[src/itr_regs.vh]
`ifndef ITR_REGS_VH
`define ITR_REGS_VH
// What this block does
// Setting read uses write then repeated start
// Gate pin held high while reading settings
// Target address 0110010, write bit first
// Pointer byte bit 7 zero selects settings
// Pointer byte bit 0 always sent one
// Device shifts setting bytes out MSB first
// Last read byte not acknowledged, then stop
// Bytes past the second read all ones
// Stop clears pointer, later reads give time
// No stop between pointer write and read
// Gate pin never resets the serial interface
// Device ignores start/stop while driving low
// Recovery: start, nine released clocks, stop
// Recovery runs at system initialisation
// Gate low at power-up asserts oscillation start
// Oscillation start clears within 500 ms
// Gate held low 500 ms asserts oscillation start
// Start and stop are data edges, clock high
// Receiver acknowledges low on ninth clock
// Device releases data outside its own bits

// Register byte offsets on the bus
`define ITR_OFF_CMD     8'h00
`define ITR_OFF_GATE    8'h04
`define ITR_OFF_STATUS  8'h08
`define ITR_OFF_RDATA   8'h0c
`define ITR_OFF_WDATA   8'h10

// Command codes written to the command register
`define ITR_CMD_NONE    3'h0
`define ITR_CMD_RD_SET  3'h1
`define ITR_CMD_RD_TIME 3'h2
`define ITR_CMD_WR_SET  3'h3
`define ITR_CMD_RECOVER 3'h4
`define ITR_CMD_OSC     3'h5

// Status bit positions
`define ITR_ST_BUSY     0
`define ITR_ST_NACK     1
`define ITR_ST_DONE     2

// Reset values
`define ITR_GATE_RST    1'b1
`define ITR_WDATA_RST   16'h0000

// Serial framing
`define ITR_TARGET_ADDR 7'h32
`define ITR_POINTER     8'h01

// Timing
`define ITR_CLK_KHZ     125000
`define ITR_SCL_KHZ     100
`define ITR_OSC_MS      500
`define ITR_QUARTER_CYCLES ((`ITR_CLK_KHZ + 4 * `ITR_SCL_KHZ - 1) / (4 * `ITR_SCL_KHZ))
`define ITR_OSC_CYCLES  (`ITR_OSC_MS * `ITR_CLK_KHZ)
`endif

[src/itr_tick.v]
`timescale 1ns/10ps
// Quarter-bit strobe; restarts whenever run drops so phases stay aligned
module itr_tick #(
  parameter CYCLES = 313
) (
  // Clock and reset
  input  wire clk_in,
  input  wire reset_in,
  // Control
  input  wire run_in,
  output reg  tick_out
);
  reg [31:0] count;

  always @(posedge clk_in) begin
    if (reset_in || !run_in) begin
      count    <= 32'h0;
      tick_out <= 1'b0;
    end else if (count == CYCLES - 1) begin
      count    <= 32'h0;
      tick_out <= 1'b1;
    end else begin
      count    <= count + 32'h1;
      tick_out <= 1'b0;
    end
  end
endmodule // itr_tick

[src/itr_ctrl.v]
`timescale 1ns/10ps
`include "itr_regs.vh"
module itr_ctrl #(
  parameter QUARTER_CYCLES = `ITR_QUARTER_CYCLES,
  parameter OSC_CYCLES     = `ITR_OSC_CYCLES
) (
  // Clock and reset
  input  wire        clk_in,
  input  wire        reset_in,
  // AHB-Lite slave
  input  wire        hsel_in,
  input  wire [31:0] haddr_in,
  input  wire [1:0]  htrans_in,
  input  wire        hwrite_in,
  input  wire [2:0]  hsize_in,
  input  wire [31:0] hwdata_in,
  input  wire        hready_in,
  output wire        hreadyout_out,
  output wire        hresp_out,
  output reg  [31:0] hrdata_out,
  // Two-wire bus, open drain
  input  wire        scl_in,
  output wire        scl_out,
  output reg         scl_oe_n_out,
  input  wire        sda_in,
  output wire        sda_out,
  output reg         sda_oe_n_out,
  // Gate pin of the timer
  output reg         output_gate_pin_out
);
  localparam S_IDLE = 5'b00001;
  localparam S_NEXT = 5'b00010;
  localparam S_COND = 5'b00100;
  localparam S_BITS = 5'b01000;
  localparam S_GATE = 5'b10000;

  localparam A_START = 3'h0;
  localparam A_TX    = 3'h1;
  localparam A_RXA   = 3'h2;
  localparam A_RXN   = 3'h3;
  localparam A_STOP  = 3'h4;

  localparam [7:0] ADDR_W = {`ITR_TARGET_ADDR, 1'b0};
  localparam [7:0] ADDR_R = {`ITR_TARGET_ADDR, 1'b1};

  reg  [4:0]  state;
  reg  [2:0]  cmd;
  reg  [3:0]  step;
  reg  [1:0]  q;
  reg  [3:0]  bitcnt;
  reg  [7:0]  shift;
  reg         abort;
  reg         boot_recover;
  reg         flag_nack;
  reg         flag_done;
  reg  [23:0] rdata;
  reg  [15:0] wdata;
  reg         gate_level;
  reg         osc_low;
  reg  [31:0] osc_cnt;
  reg         a_wr;
  reg         a_rd;
  reg  [7:0]  a_addr;
  reg         rd_stage;
  wire        tick;
  wire        busy;
  wire        cmd_wr;
  wire        status_wr;
  wire        cmd_ok;
  wire        go;
  wire [2:0]  go_cmd;
  wire [2:0]  cur_act;
  wire        bit_val;
  wire        ack_bit;
  wire        rx_act;

  // Action sequence of each command
  function [2:0] step_act;
    input [2:0] c;
    input [3:0] s;
    begin
      step_act = A_STOP;
      if (c == `ITR_CMD_RD_SET) begin
        case (s)
          4'h0: step_act = A_START;
          4'h1: step_act = A_TX;
          4'h2: step_act = A_TX;
          4'h3: step_act = A_START;
          4'h4: step_act = A_TX;
          4'h5: step_act = A_RXA;
          4'h6: step_act = A_RXN;
          default: step_act = A_STOP;
        endcase
      end else if (c == `ITR_CMD_RD_TIME) begin
        case (s)
          4'h0: step_act = A_START;
          4'h1: step_act = A_TX;
          4'h2: step_act = A_RXA;
          4'h3: step_act = A_RXA;
          4'h4: step_act = A_RXN;
          default: step_act = A_STOP;
        endcase
      end else if (c == `ITR_CMD_WR_SET) begin
        case (s)
          4'h0: step_act = A_START;
          4'h1: step_act = A_TX;
          4'h2: step_act = A_TX;
          4'h3: step_act = A_TX;
          4'h4: step_act = A_TX;
          default: step_act = A_STOP;
        endcase
      end else if (c == `ITR_CMD_RECOVER) begin
        case (s)
          4'h0: step_act = A_START;
          4'h1: step_act = A_RXN;
          default: step_act = A_STOP;
        endcase
      end
    end
  endfunction

  // Byte sent by each transmit step
  function [7:0] step_byte;
    input [2:0]  c;
    input [3:0]  s;
    input [15:0] w;
    begin
      step_byte = 8'hff;
      if (s == 4'h1) begin
        step_byte = (c == `ITR_CMD_RD_TIME) ? ADDR_R : ADDR_W;
      end else if (s == 4'h2) begin
        step_byte = `ITR_POINTER;
      end else if (s == 4'h3) begin
        step_byte = w[15:8];
      end else if (s == 4'h4) begin
        step_byte = (c == `ITR_CMD_RD_SET) ? ADDR_R : w[7:0];
      end
    end
  endfunction

  itr_tick #(
    .CYCLES (QUARTER_CYCLES)
  ) u_tick (
    .clk_in   (clk_in),
    .reset_in (reset_in),
    .run_in   (state == S_COND || state == S_BITS),
    .tick_out (tick)
  );

  assign busy      = (state != S_IDLE);
  assign cur_act   = abort ? A_STOP : step_act(cmd, step);
  assign rx_act    = (cur_act == A_RXA) || (cur_act == A_RXN);
  // Ninth bit: release after sending, pull low to acknowledge each read byte but the last
  assign ack_bit   = (cur_act == A_RXA) ? 1'b0 : 1'b1;
  assign bit_val   = (bitcnt == 4'h8) ? ack_bit : (rx_act ? 1'b1 : shift[7]);
  assign scl_out   = 1'b0;
  assign sda_out   = 1'b0;

  // Bus slave
  assign hreadyout_out = !rd_stage;
  assign hresp_out     = 1'b0;
  assign cmd_ok        = (hwdata_in[2:0] != `ITR_CMD_NONE) && (hwdata_in[2:0] <= `ITR_CMD_OSC);
  assign cmd_wr        = a_wr && (a_addr == `ITR_OFF_CMD) && cmd_ok;
  assign status_wr     = a_wr && (a_addr == `ITR_OFF_STATUS);
  // Commands written while busy are dropped
  assign go            = !busy && (boot_recover || cmd_wr);
  assign go_cmd        = boot_recover ? `ITR_CMD_RECOVER : hwdata_in[2:0];

  always @(posedge clk_in) begin
    if (reset_in) begin
      a_wr     <= 1'b0;
      a_rd     <= 1'b0;
      a_addr   <= 8'h00;
      rd_stage <= 1'b0;
    end else begin
      rd_stage <= 1'b0;
      if (hready_in) begin
        a_wr   <= hsel_in && htrans_in[1] && hwrite_in;
        a_rd   <= hsel_in && htrans_in[1] && !hwrite_in;
        a_addr <= {haddr_in[7:2], 2'b00};
        if (hsel_in && htrans_in[1] && !hwrite_in) begin
          rd_stage <= 1'b1;
        end
      end
    end
  end

  // One wait state lets read data come straight from a flop
  always @(posedge clk_in) begin
    if (reset_in) begin
      hrdata_out <= 32'h0;
    end else if (rd_stage && a_rd) begin
      if (a_addr == `ITR_OFF_CMD) begin
        hrdata_out <= {29'h0, cmd};
      end else if (a_addr == `ITR_OFF_GATE) begin
        hrdata_out <= {31'h0, gate_level};
      end else if (a_addr == `ITR_OFF_STATUS) begin
        hrdata_out <= {29'h0, flag_done, flag_nack, busy};
      end else if (a_addr == `ITR_OFF_RDATA) begin
        hrdata_out <= {8'h00, rdata};
      end else if (a_addr == `ITR_OFF_WDATA) begin
        hrdata_out <= {16'h0, wdata};
      end else begin
        hrdata_out <= 32'h0;
      end
    end
  end

  always @(posedge clk_in) begin
    if (reset_in) begin
      gate_level <= `ITR_GATE_RST;
      wdata      <= `ITR_WDATA_RST;
    end else if (a_wr) begin
      if (a_addr == `ITR_OFF_GATE) begin
        gate_level <= hwdata_in[0];
      end else if (a_addr == `ITR_OFF_WDATA) begin
        wdata <= hwdata_in[15:0];
      end
    end
  end

  // Gate pin: forced high for setting reads, low during oscillation start
  always @(posedge clk_in) begin
    if (reset_in) begin
      output_gate_pin_out <= `ITR_GATE_RST;
    end else if (busy && cmd == `ITR_CMD_RD_SET) begin
      output_gate_pin_out <= 1'b1;
    end else if (state == S_GATE && osc_low) begin
      output_gate_pin_out <= 1'b0;
    end else begin
      output_gate_pin_out <= gate_level;
    end
  end

  // Command sequencer and bit engine
  always @(posedge clk_in) begin
    if (reset_in) begin
      state        <= S_IDLE;
      cmd          <= `ITR_CMD_NONE;
      step         <= 4'h0;
      q            <= 2'h0;
      bitcnt       <= 4'h0;
      shift        <= 8'h00;
      abort        <= 1'b0;
      boot_recover <= 1'b1;
      flag_nack    <= 1'b0;
      flag_done    <= 1'b0;
      rdata        <= 24'h0;
      osc_low      <= 1'b0;
      osc_cnt      <= 32'h0;
      scl_oe_n_out <= 1'b1;
      sda_oe_n_out <= 1'b1;
    end else begin
      // Clear by writing one; a new event in the same cycle wins below
      if (status_wr && hwdata_in[`ITR_ST_NACK]) begin
        flag_nack <= 1'b0;
      end
      if (status_wr && hwdata_in[`ITR_ST_DONE]) begin
        flag_done <= 1'b0;
      end
      case (state)
        S_IDLE: begin
          scl_oe_n_out <= 1'b1;
          sda_oe_n_out <= 1'b1;
          if (go) begin
            boot_recover <= 1'b0;
            cmd          <= go_cmd;
            step         <= 4'h0;
            abort        <= 1'b0;
            osc_low      <= 1'b1;
            osc_cnt      <= 32'h0;
            if (go_cmd == `ITR_CMD_RD_SET || go_cmd == `ITR_CMD_RD_TIME) begin
              rdata <= 24'h0;
            end
            state <= (go_cmd == `ITR_CMD_OSC) ? S_GATE : S_NEXT;
          end
        end
        S_NEXT: begin
          q      <= 2'h0;
          bitcnt <= 4'h0;
          shift  <= step_byte(cmd, step, wdata);
          state  <= (cur_act == A_START || cur_act == A_STOP) ? S_COND : S_BITS;
        end
        S_COND: begin
          // Clock stretching: phase 2 waits for the clock to read high
          if (tick && !(q == 2'h2 && !scl_in)) begin
            q <= q + 2'h1;
            if (cur_act == A_START) begin
              case (q)
                2'h0: sda_oe_n_out <= 1'b1;
                2'h1: scl_oe_n_out <= 1'b1;
                2'h2: sda_oe_n_out <= 1'b0;
                default: scl_oe_n_out <= 1'b0;
              endcase
            end else begin
              case (q)
                2'h0: sda_oe_n_out <= 1'b0;
                2'h1: scl_oe_n_out <= 1'b1;
                2'h2: sda_oe_n_out <= 1'b1;
                default: sda_oe_n_out <= 1'b1;
              endcase
            end
            if (q == 2'h3) begin
              step <= step + 4'h1;
              if (cur_act == A_STOP) begin
                state     <= S_IDLE;
                flag_done <= 1'b1;
              end else begin
                state <= S_NEXT;
              end
            end
          end
        end
        S_BITS: begin
          if (tick && !(q == 2'h2 && !scl_in)) begin
            q <= q + 2'h1;
            case (q)
              2'h0: begin
                scl_oe_n_out <= 1'b0;
                sda_oe_n_out <= bit_val;
              end
              2'h1: scl_oe_n_out <= 1'b1;
              2'h2: begin
                if (bitcnt == 4'h8) begin
                  if (cur_act == A_TX && sda_in) begin
                    abort     <= 1'b1;
                    flag_nack <= 1'b1;
                  end
                end else begin
                  shift <= {shift[6:0], sda_in};
                end
              end
              default: begin
                scl_oe_n_out <= 1'b0;
                bitcnt       <= bitcnt + 4'h1;
                if (bitcnt == 4'h8) begin
                  // Data stays put on the falling clock; the next q0 moves it (hold time)
                  step         <= step + 4'h1;
                  state        <= S_NEXT;
                  if (rx_act && cmd != `ITR_CMD_RECOVER) begin
                    rdata <= {rdata[15:0], shift};
                  end
                end
              end
            endcase
          end
        end
        S_GATE: begin
          // Low for the hold time, then at the gate register level while the device settles
          if (osc_cnt == OSC_CYCLES - 1) begin
            osc_cnt <= 32'h0;
            if (osc_low) begin
              osc_low <= 1'b0;
            end else begin
              state     <= S_IDLE;
              flag_done <= 1'b1;
            end
          end else begin
            osc_cnt <= osc_cnt + 32'h1;
          end
        end
        default: state <= S_IDLE;
      endcase
    end
  end
endmodule // itr_ctrl

[config.mk]
export PLATFORM = sky130hd
export DESIGN_NAME = itr_ctrl
export DESIGN_NICKNAME = d
export VERILOG_FILES = /design/src/itr_tick.v /design/src/itr_ctrl.v
export VERILOG_INCLUDE_DIRS = /design/src /design/src/src
export SDC_FILE = /design/constraint.sdc
export NUM_CORES = 1
export LEC_CHECK = 0
export BUFFER_PORTS_ARGS = -buffer_cell sky130_fd_sc_hd__buf_2
export CORE_MARGIN = 5
export CORE_UTILIZATION = 55
export CTS_CLUSTER_DIAMETER = 60
export DETAILED_ROUTE_END_ITERATION = 12
export PLACE_DENSITY_LB_ADDON = 0.12
export SYNTH_ARGS = -nofsm -noshare
export SYNTH_HDL_FRONTEND = slang
export SYNTH_SLANG_ARGS = --single-unit
[constraint.sdc]
create_clock -name clk_in -period 5.75 [get_ports clk_in]
set_clock_uncertainty 0.1 [all_clocks]
set_input_delay 0.2875 -clock clk_in [delete_from_list [all_inputs] [get_ports clk_in]]
set_output_delay 0.2875 -clock clk_in [all_outputs]
set_load 0.005 [all_outputs]
Word level (Yosys, flattened, before mapping). Index checks and enable logic that the tools add are counted.

Register bits after elaboration: 181. Bits of input ports: 76. Logic and storage cells: 251.

Add/subtract/negate cells: 5. Bitwise logic cells: 2. Equality and inequality tests: 54. Reductions and logical operators: 63. Order comparisons: 1. Multiplexer cells: 101.

Operators by type and width (count): $mux 24 (10); $add 32x1->32 const B (2); $mux 32 (2); $mux 8 (8); $pmux 32 s2 (1); $pmux 24 s2 (1); $mux 5 (9); $mux 4 (9); $mux 1 (34); $eq 32x26->1 const B (1); $eq 32x9->1 const B (1); $pmux 5 s5 (1); $pmux 3 s4 (2); $ne 2x1->1 const B (10); $mux 3 (6); $reduce_and 6->1 (3); $logic_and 1x1->1 (17); $mux 16 (1); $pmux 8 s2 (1); $eq 3x2->1 const B (5); $pmux 1 s2 (7); $reduce_and 7->1 (2); $reduce_or 2->1 (7); $eq 4x3->1 const B (3); other kinds (44) (83).

Logic depth before layout (Yosys ltp).
Depth in word-level cells: 15. Mapped depth: 11. Mapped depth without buffers: 9.

Cells and area by module. A second synthesis with hierarchy kept.

Cells, all modules: 1101. Area, all modules: 8744.6 um2.

Modules (own cells, without submodules): itr_ctrl (area an instance 7139.3 um2, cells an instance 908, instances 1); itr_tick (area an instance 1605.3 um2, cells an instance 193, instances 1).

Least setup slack after synthesis. No wires, ideal clock.

Kind: register -> register. Start point: reg step[0]. End point: reg rdata[11]. Library setup time: 0.132 ns. Slack: 3.091 ns. Stages on the path, launching flop included: 12. Clock period less this slack: 2.659 ns. Arrival: 2.427 ns. Path buffers: 2. Data required time: 5.518 ns. Cells stage by stage: dfxtp_1 inv_1 ha_1 nor2b_1 or4_1 a311o_1 buf_6 nor4_4 o22ai_1 buf_2 nand2_1 a21oi_1.

Longest elaborated chain between the ends: 12. Elaborated cells on any way between the ends: 26. Those cells by class: eq/ne: 9; mux: 9; reduce/logical: 8.

RTL lines: start, declared (RTL line itr_ctrl.v:48) `reg [3:0] step;`; start signal, assigned (RTL line itr_ctrl.v:304) `step <= step + 4'h1;`; start signal, assigned (RTL line itr_ctrl.v:338) `step <= step + 4'h1;`; $eq 4x1->1 (tied with other cells); $reduce_or 4->1 (no line) or $pmux 3 s2 (tied branches); $pmux 3 s2 or $mux 3 (tied branches) (RTL line itr_ctrl.v:104, itr_ctrl.v:112); $mux 3 (RTL line itr_ctrl.v:103) `` end else if (c == `ITR_CMD_WR_SET) begin ``; $mux 3 (RTL line itr_ctrl.v:94) `` end else if (c == `ITR_CMD_RD_TIME) begin ``; $mux 3 * (RTL line itr_ctrl.v:83) `` if (c == `ITR_CMD_RD_SET) begin ``; $mux 3 * (RTL line itr_ctrl.v:151) `assign cur_act = abort ? A_STOP : step_act(cmd, step);`; $eq 3x2->1 (RTL line itr_ctrl.v:152) `assign rx_act = (cur_act == A_RXA) || (cur_act == A_RXN);`; $logic_or 1x1->1 * (RTL line itr_ctrl.v:152); $logic_and 1x1->1 (no line) *; $ne 2x1->1 (no line) *; $reduce_and 7->1 (no line) *; end signal, assigned (RTL line itr_ctrl.v:341) `rdata <= {rdata[15:0], shift};`; end, declared (RTL line itr_ctrl.v:56) `reg [23:0] rdata;`.

Mark *: on every way between the ends. The rest lies on a longest branch, timed or not. A chain may end at the register's enable or synchronous reset.

Final worst setup path.
Start point: reg a_addr[5]. End point: reg rdata[7].

Longest elaborated chain between the ends: 7.

RTL lines: start, declared (RTL line itr_ctrl.v:63) `reg [7:0] a_addr;`; start signal, assigned (RTL line itr_ctrl.v:180) `a_addr <= {haddr_in[7:2], 2'b00};`; $logic_not 8->1 (no line); $logic_and 1x1->1 (2 in series) (RTL line itr_ctrl.v:163) `` assign cmd_wr = a_wr && (a_addr == `ITR_OFF_CMD) && cmd_ok; ``; $logic_or 1x1->1 (RTL line itr_ctrl.v:166) `assign go = !busy && (boot_recover || cmd_wr);`; $logic_and 1x1->1 (RTL line itr_ctrl.v:166); $ne 2x2->1 (no line); $reduce_and 7->1 (no line).

Every way passes these cells.

==> run metrics <==
Least-Margin Pin Slew 1.16 ns; critical path, cell by cell or3_1 -> nor3_1 -> a41oi_1 -> nor2_2 -> o22ai_2 -> nand2_1 -> a21oi_1; minimum clock period 3.15 ns; routed vias/inst 5.85; cts bufs inserted 17; Leak 3.24 nW; total vias in the final route 7454; die area 17700 µm²; clock slew at reported path FFs 0.06 ns; slowest stage cell, crit path nor3_1; Critical R2R Capture rdata[7]; worst reg2reg path depth 7; hold_ws 0.00729 ns; CP Data Arrival Time 3.32 ns; VDD IR max 0.250 mV; Chip Height 133 µm; first-pass GRT wire length 34100 µm; Worst Path Required 5.92 ns; # diodes 0; GRT Total Usage 0.231; # rows 45; largest net degree at the start of global routing 79; IO Pins 115; Cells after Synth 1045; layout cells sized above 1 0.106; Critical Path Source Type flip-flop; global route total overflow 0; main flop type after synthesis dfxtp_1; initial antenna violation count 0; fin cells 1275; Setup-failing EPs final 0; mapped cell area 8310 µm²; Max Root-Sink Buffers 2; sequential fraction of the synthesis area 0.417; synth top area cells dfxtp_1 42%, a21oi_1 7.4%, nor2_1 6.6%; largest area contributor in the synthesized netlist dfxtp_1; Yosys top cell area share 0.417; post-synthesis average cell area 7.95 µm²; DRT Pass-1 Iters 5; DR WL/cell 16.0 µm; clk root buf clkbuf_16; DP HPWL 13900 µm; final worst slack 2.60 ns; core area 15000 µm²; Initial Util 0.553; status complete, no violations; Max Freq 0.317 GHz; R2R Setup Slk 2.60 ns; Iter 0 DRT Violations 695; vias in the first global route 6752; dpl cells 1240; final setup TNS 0 ns; worst-path fanout max 24; CP startpoint a_addr[5]; Worst Hold Class in2reg; Synthesis Warnings 0; asr flop ratio synth 0; Slowest Stage Delay on Critical Path 0.61 ns; Layout area overhead 11.1%; Critical R2R Launch a_addr[5]; number of setup buffers added after CTS 0; DRC Markers 0; DRT antenna net count 0; Worst-Skew Late Latency 0.43 ns; IO Port Bufs 57; global placer's final weighted congestion 0.903; Post-synth EDFFs 0; htree depth 4; Die X-Extent 133 µm; Setup WS pre-CTS 2.65 ns; fin crit share 0.549; total of max-cap violations 0; Slew HR 0.223; post-synth cell types 66; Power Density 325 nW/µm²; Worst setup endpoint rdata[7]; Worst Path Class, Setup reg2reg; Max Slew Vio Count 0; CTS tree yes; Routed WL 20400 µm; Filler cells 1424; FF+latch count, synth 173; fin nets 1164; endpoint class of the critical path flip-flop; Fin. Hold Viols 0; RSZ-0062 raised after global routing no; clock sinks 173
placed cells by master, fill, tap and decap left out, types with 4 or more instances in the layout:
cell type	count
buf_2	56
conb_1	11
and2_1	8
clkinv_2	4
nor4_1	15
nor3b_1	4
inv_1	13
a211o_1	6
a211oi_1	13
dfxtp_1	173
or3_1	13
a21oi_1	122
ha_1	14
nor3_1	30
nand4b_1	7
xnor2_1	10
nand4_1	16
a31oi_1	7
inv_6	5
nand2_1	109
or4_1	5
buf_4	9
o21ai_0	24
nand3_1	83
nand3b_1	8
o221ai_1	4
clkbuf_16	17
and3b_1	4
mux2i_1	13
a311oi_1	6
xor2_1	29
nor2_1	145
a21o_1	4
or2_2	4
nand2b_1	7
nor2b_1	5
a22oi_1	14
and3_1	16
worst min-delay path by stage:
stage / slack [ns] / depth (start not counted) / startpoint / endpoint
floorplan: 0.27 / 1 / hwrite_in / rd_stage
global placement: 0.34 / 2 / hrdata_out[23] / hrdata_out[23]
detailed placement: 0.34 / 2 / hrdata_out[19] / hrdata_out[19]
CTS: 0.0009 / 3 / haddr_in[5] / a_addr[5]
global route: 0.02 / 3 / hwdata_in[13] / wdata[13]
finish: 0.007 / 3 / haddr_in[5] / a_addr[5]
state kept, by name (all words and copies together), names as in the netlist, 2 cells and up:
signal	flops
wdata	16
osc_cnt	32
hrdata_out	24
cmd	3
bitcnt	4
step	4
rdata	24
shift	8
state	5
a_addr	6
q	2
u_tick.count	32
synthesized netlist by cell type (all sizes together), types with 3 or more instances:
master	number
nand2b	7
and3	16
a21oi	122
and3b	4
nor4b	3
a22oi	14
buf	23
a31oi	7
or3	13
a21o	4
a211oi	13
and2	8
nand3	83
nor3	31
nor3b	4
mux2i	13
o221ai	4
a211o	6
nand3b	8
dfxtp	173
inv	13
mux2	3
or4	5
nor2	147
nand4b	7
clkbuf	45
a311oi	6
ha	14
nor4	16
o21bai	3
nor2b	5
nand2	109
o21ai	27
xnor2	10
nand4	16
or2	4
o22ai	3
xor2	29
critical path, delay by kind of cell, from the launching register on:
family | cells | cell delay (ns)
AOI/OAI and AO/OA | 3 | 0.88
and+or+nand+nor | 4 | 1.69
DFF | 1 | 0.31
final cells by class:
type / count / area (µm²) / share of cell area
Clock buffer: 17 / 425 / 0.0461
Clock inverter: 15 / 160 / 0.0174
Inverter: 13 / 48.8 / 0.00529
Multi-Input combinational cell: 801 / 4520 / 0.490
Sequential cell: 173 / 3460 / 0.375
Tap cell: 188 / 235 / 0.0255
Timing Repair Buffer: 68 / 378 / 0.0409
per-layer routing:
metal	global-route usage	part of all wire
met3	0.0471	0.049
met1	0.338	0.49
met5	0	0
met4	0.0479	0.0092
met2	0.352	0.46
through the flow:
step                cell area, µm²  total power, mW  utilization
finish                        9230             3.00        0.614
global route                  9230             3.14        0.614
CTS                           9230             3.02        0.614
detailed placement            8610             1.87        0.573
global placement              8610             1.87        0.573
floorplan                     8340             1.74            -
cell families after synthesis:
logic type,count (synthesis),synth area share
other,1,0.000451
adders and majority gates,14,0.0211
DFF,173,0.417
buffers and inverters,81,0.0452
xor gates and xnor gates,39,0.0411
muxes,16,0.0197
and+or+nand+nor,492,0.287
AOI/OAI and AO/OA,229,0.168
report_power, final:
| group | total, mW | switching [mW] | internal [mW] |
|---|---|---|---|
| logic | 0.577 | 0.388 | 0.190 |
| clock network | 1.15 | 0.500 | 0.648 |
| registers | 1.28 | 0.0429 | 1.23 |
| total | 3.00 | 0.930 | 2.07 |
what timing repair did:
| action | CTS | global route |
|---|---|---|
| resized for setup | 0 | 0 |
| hold buffers | 3 | 0 |
| endpoints found under the hold margin | 3 | 0 |
Note: power is estimated with default switching activity, not from simulation.
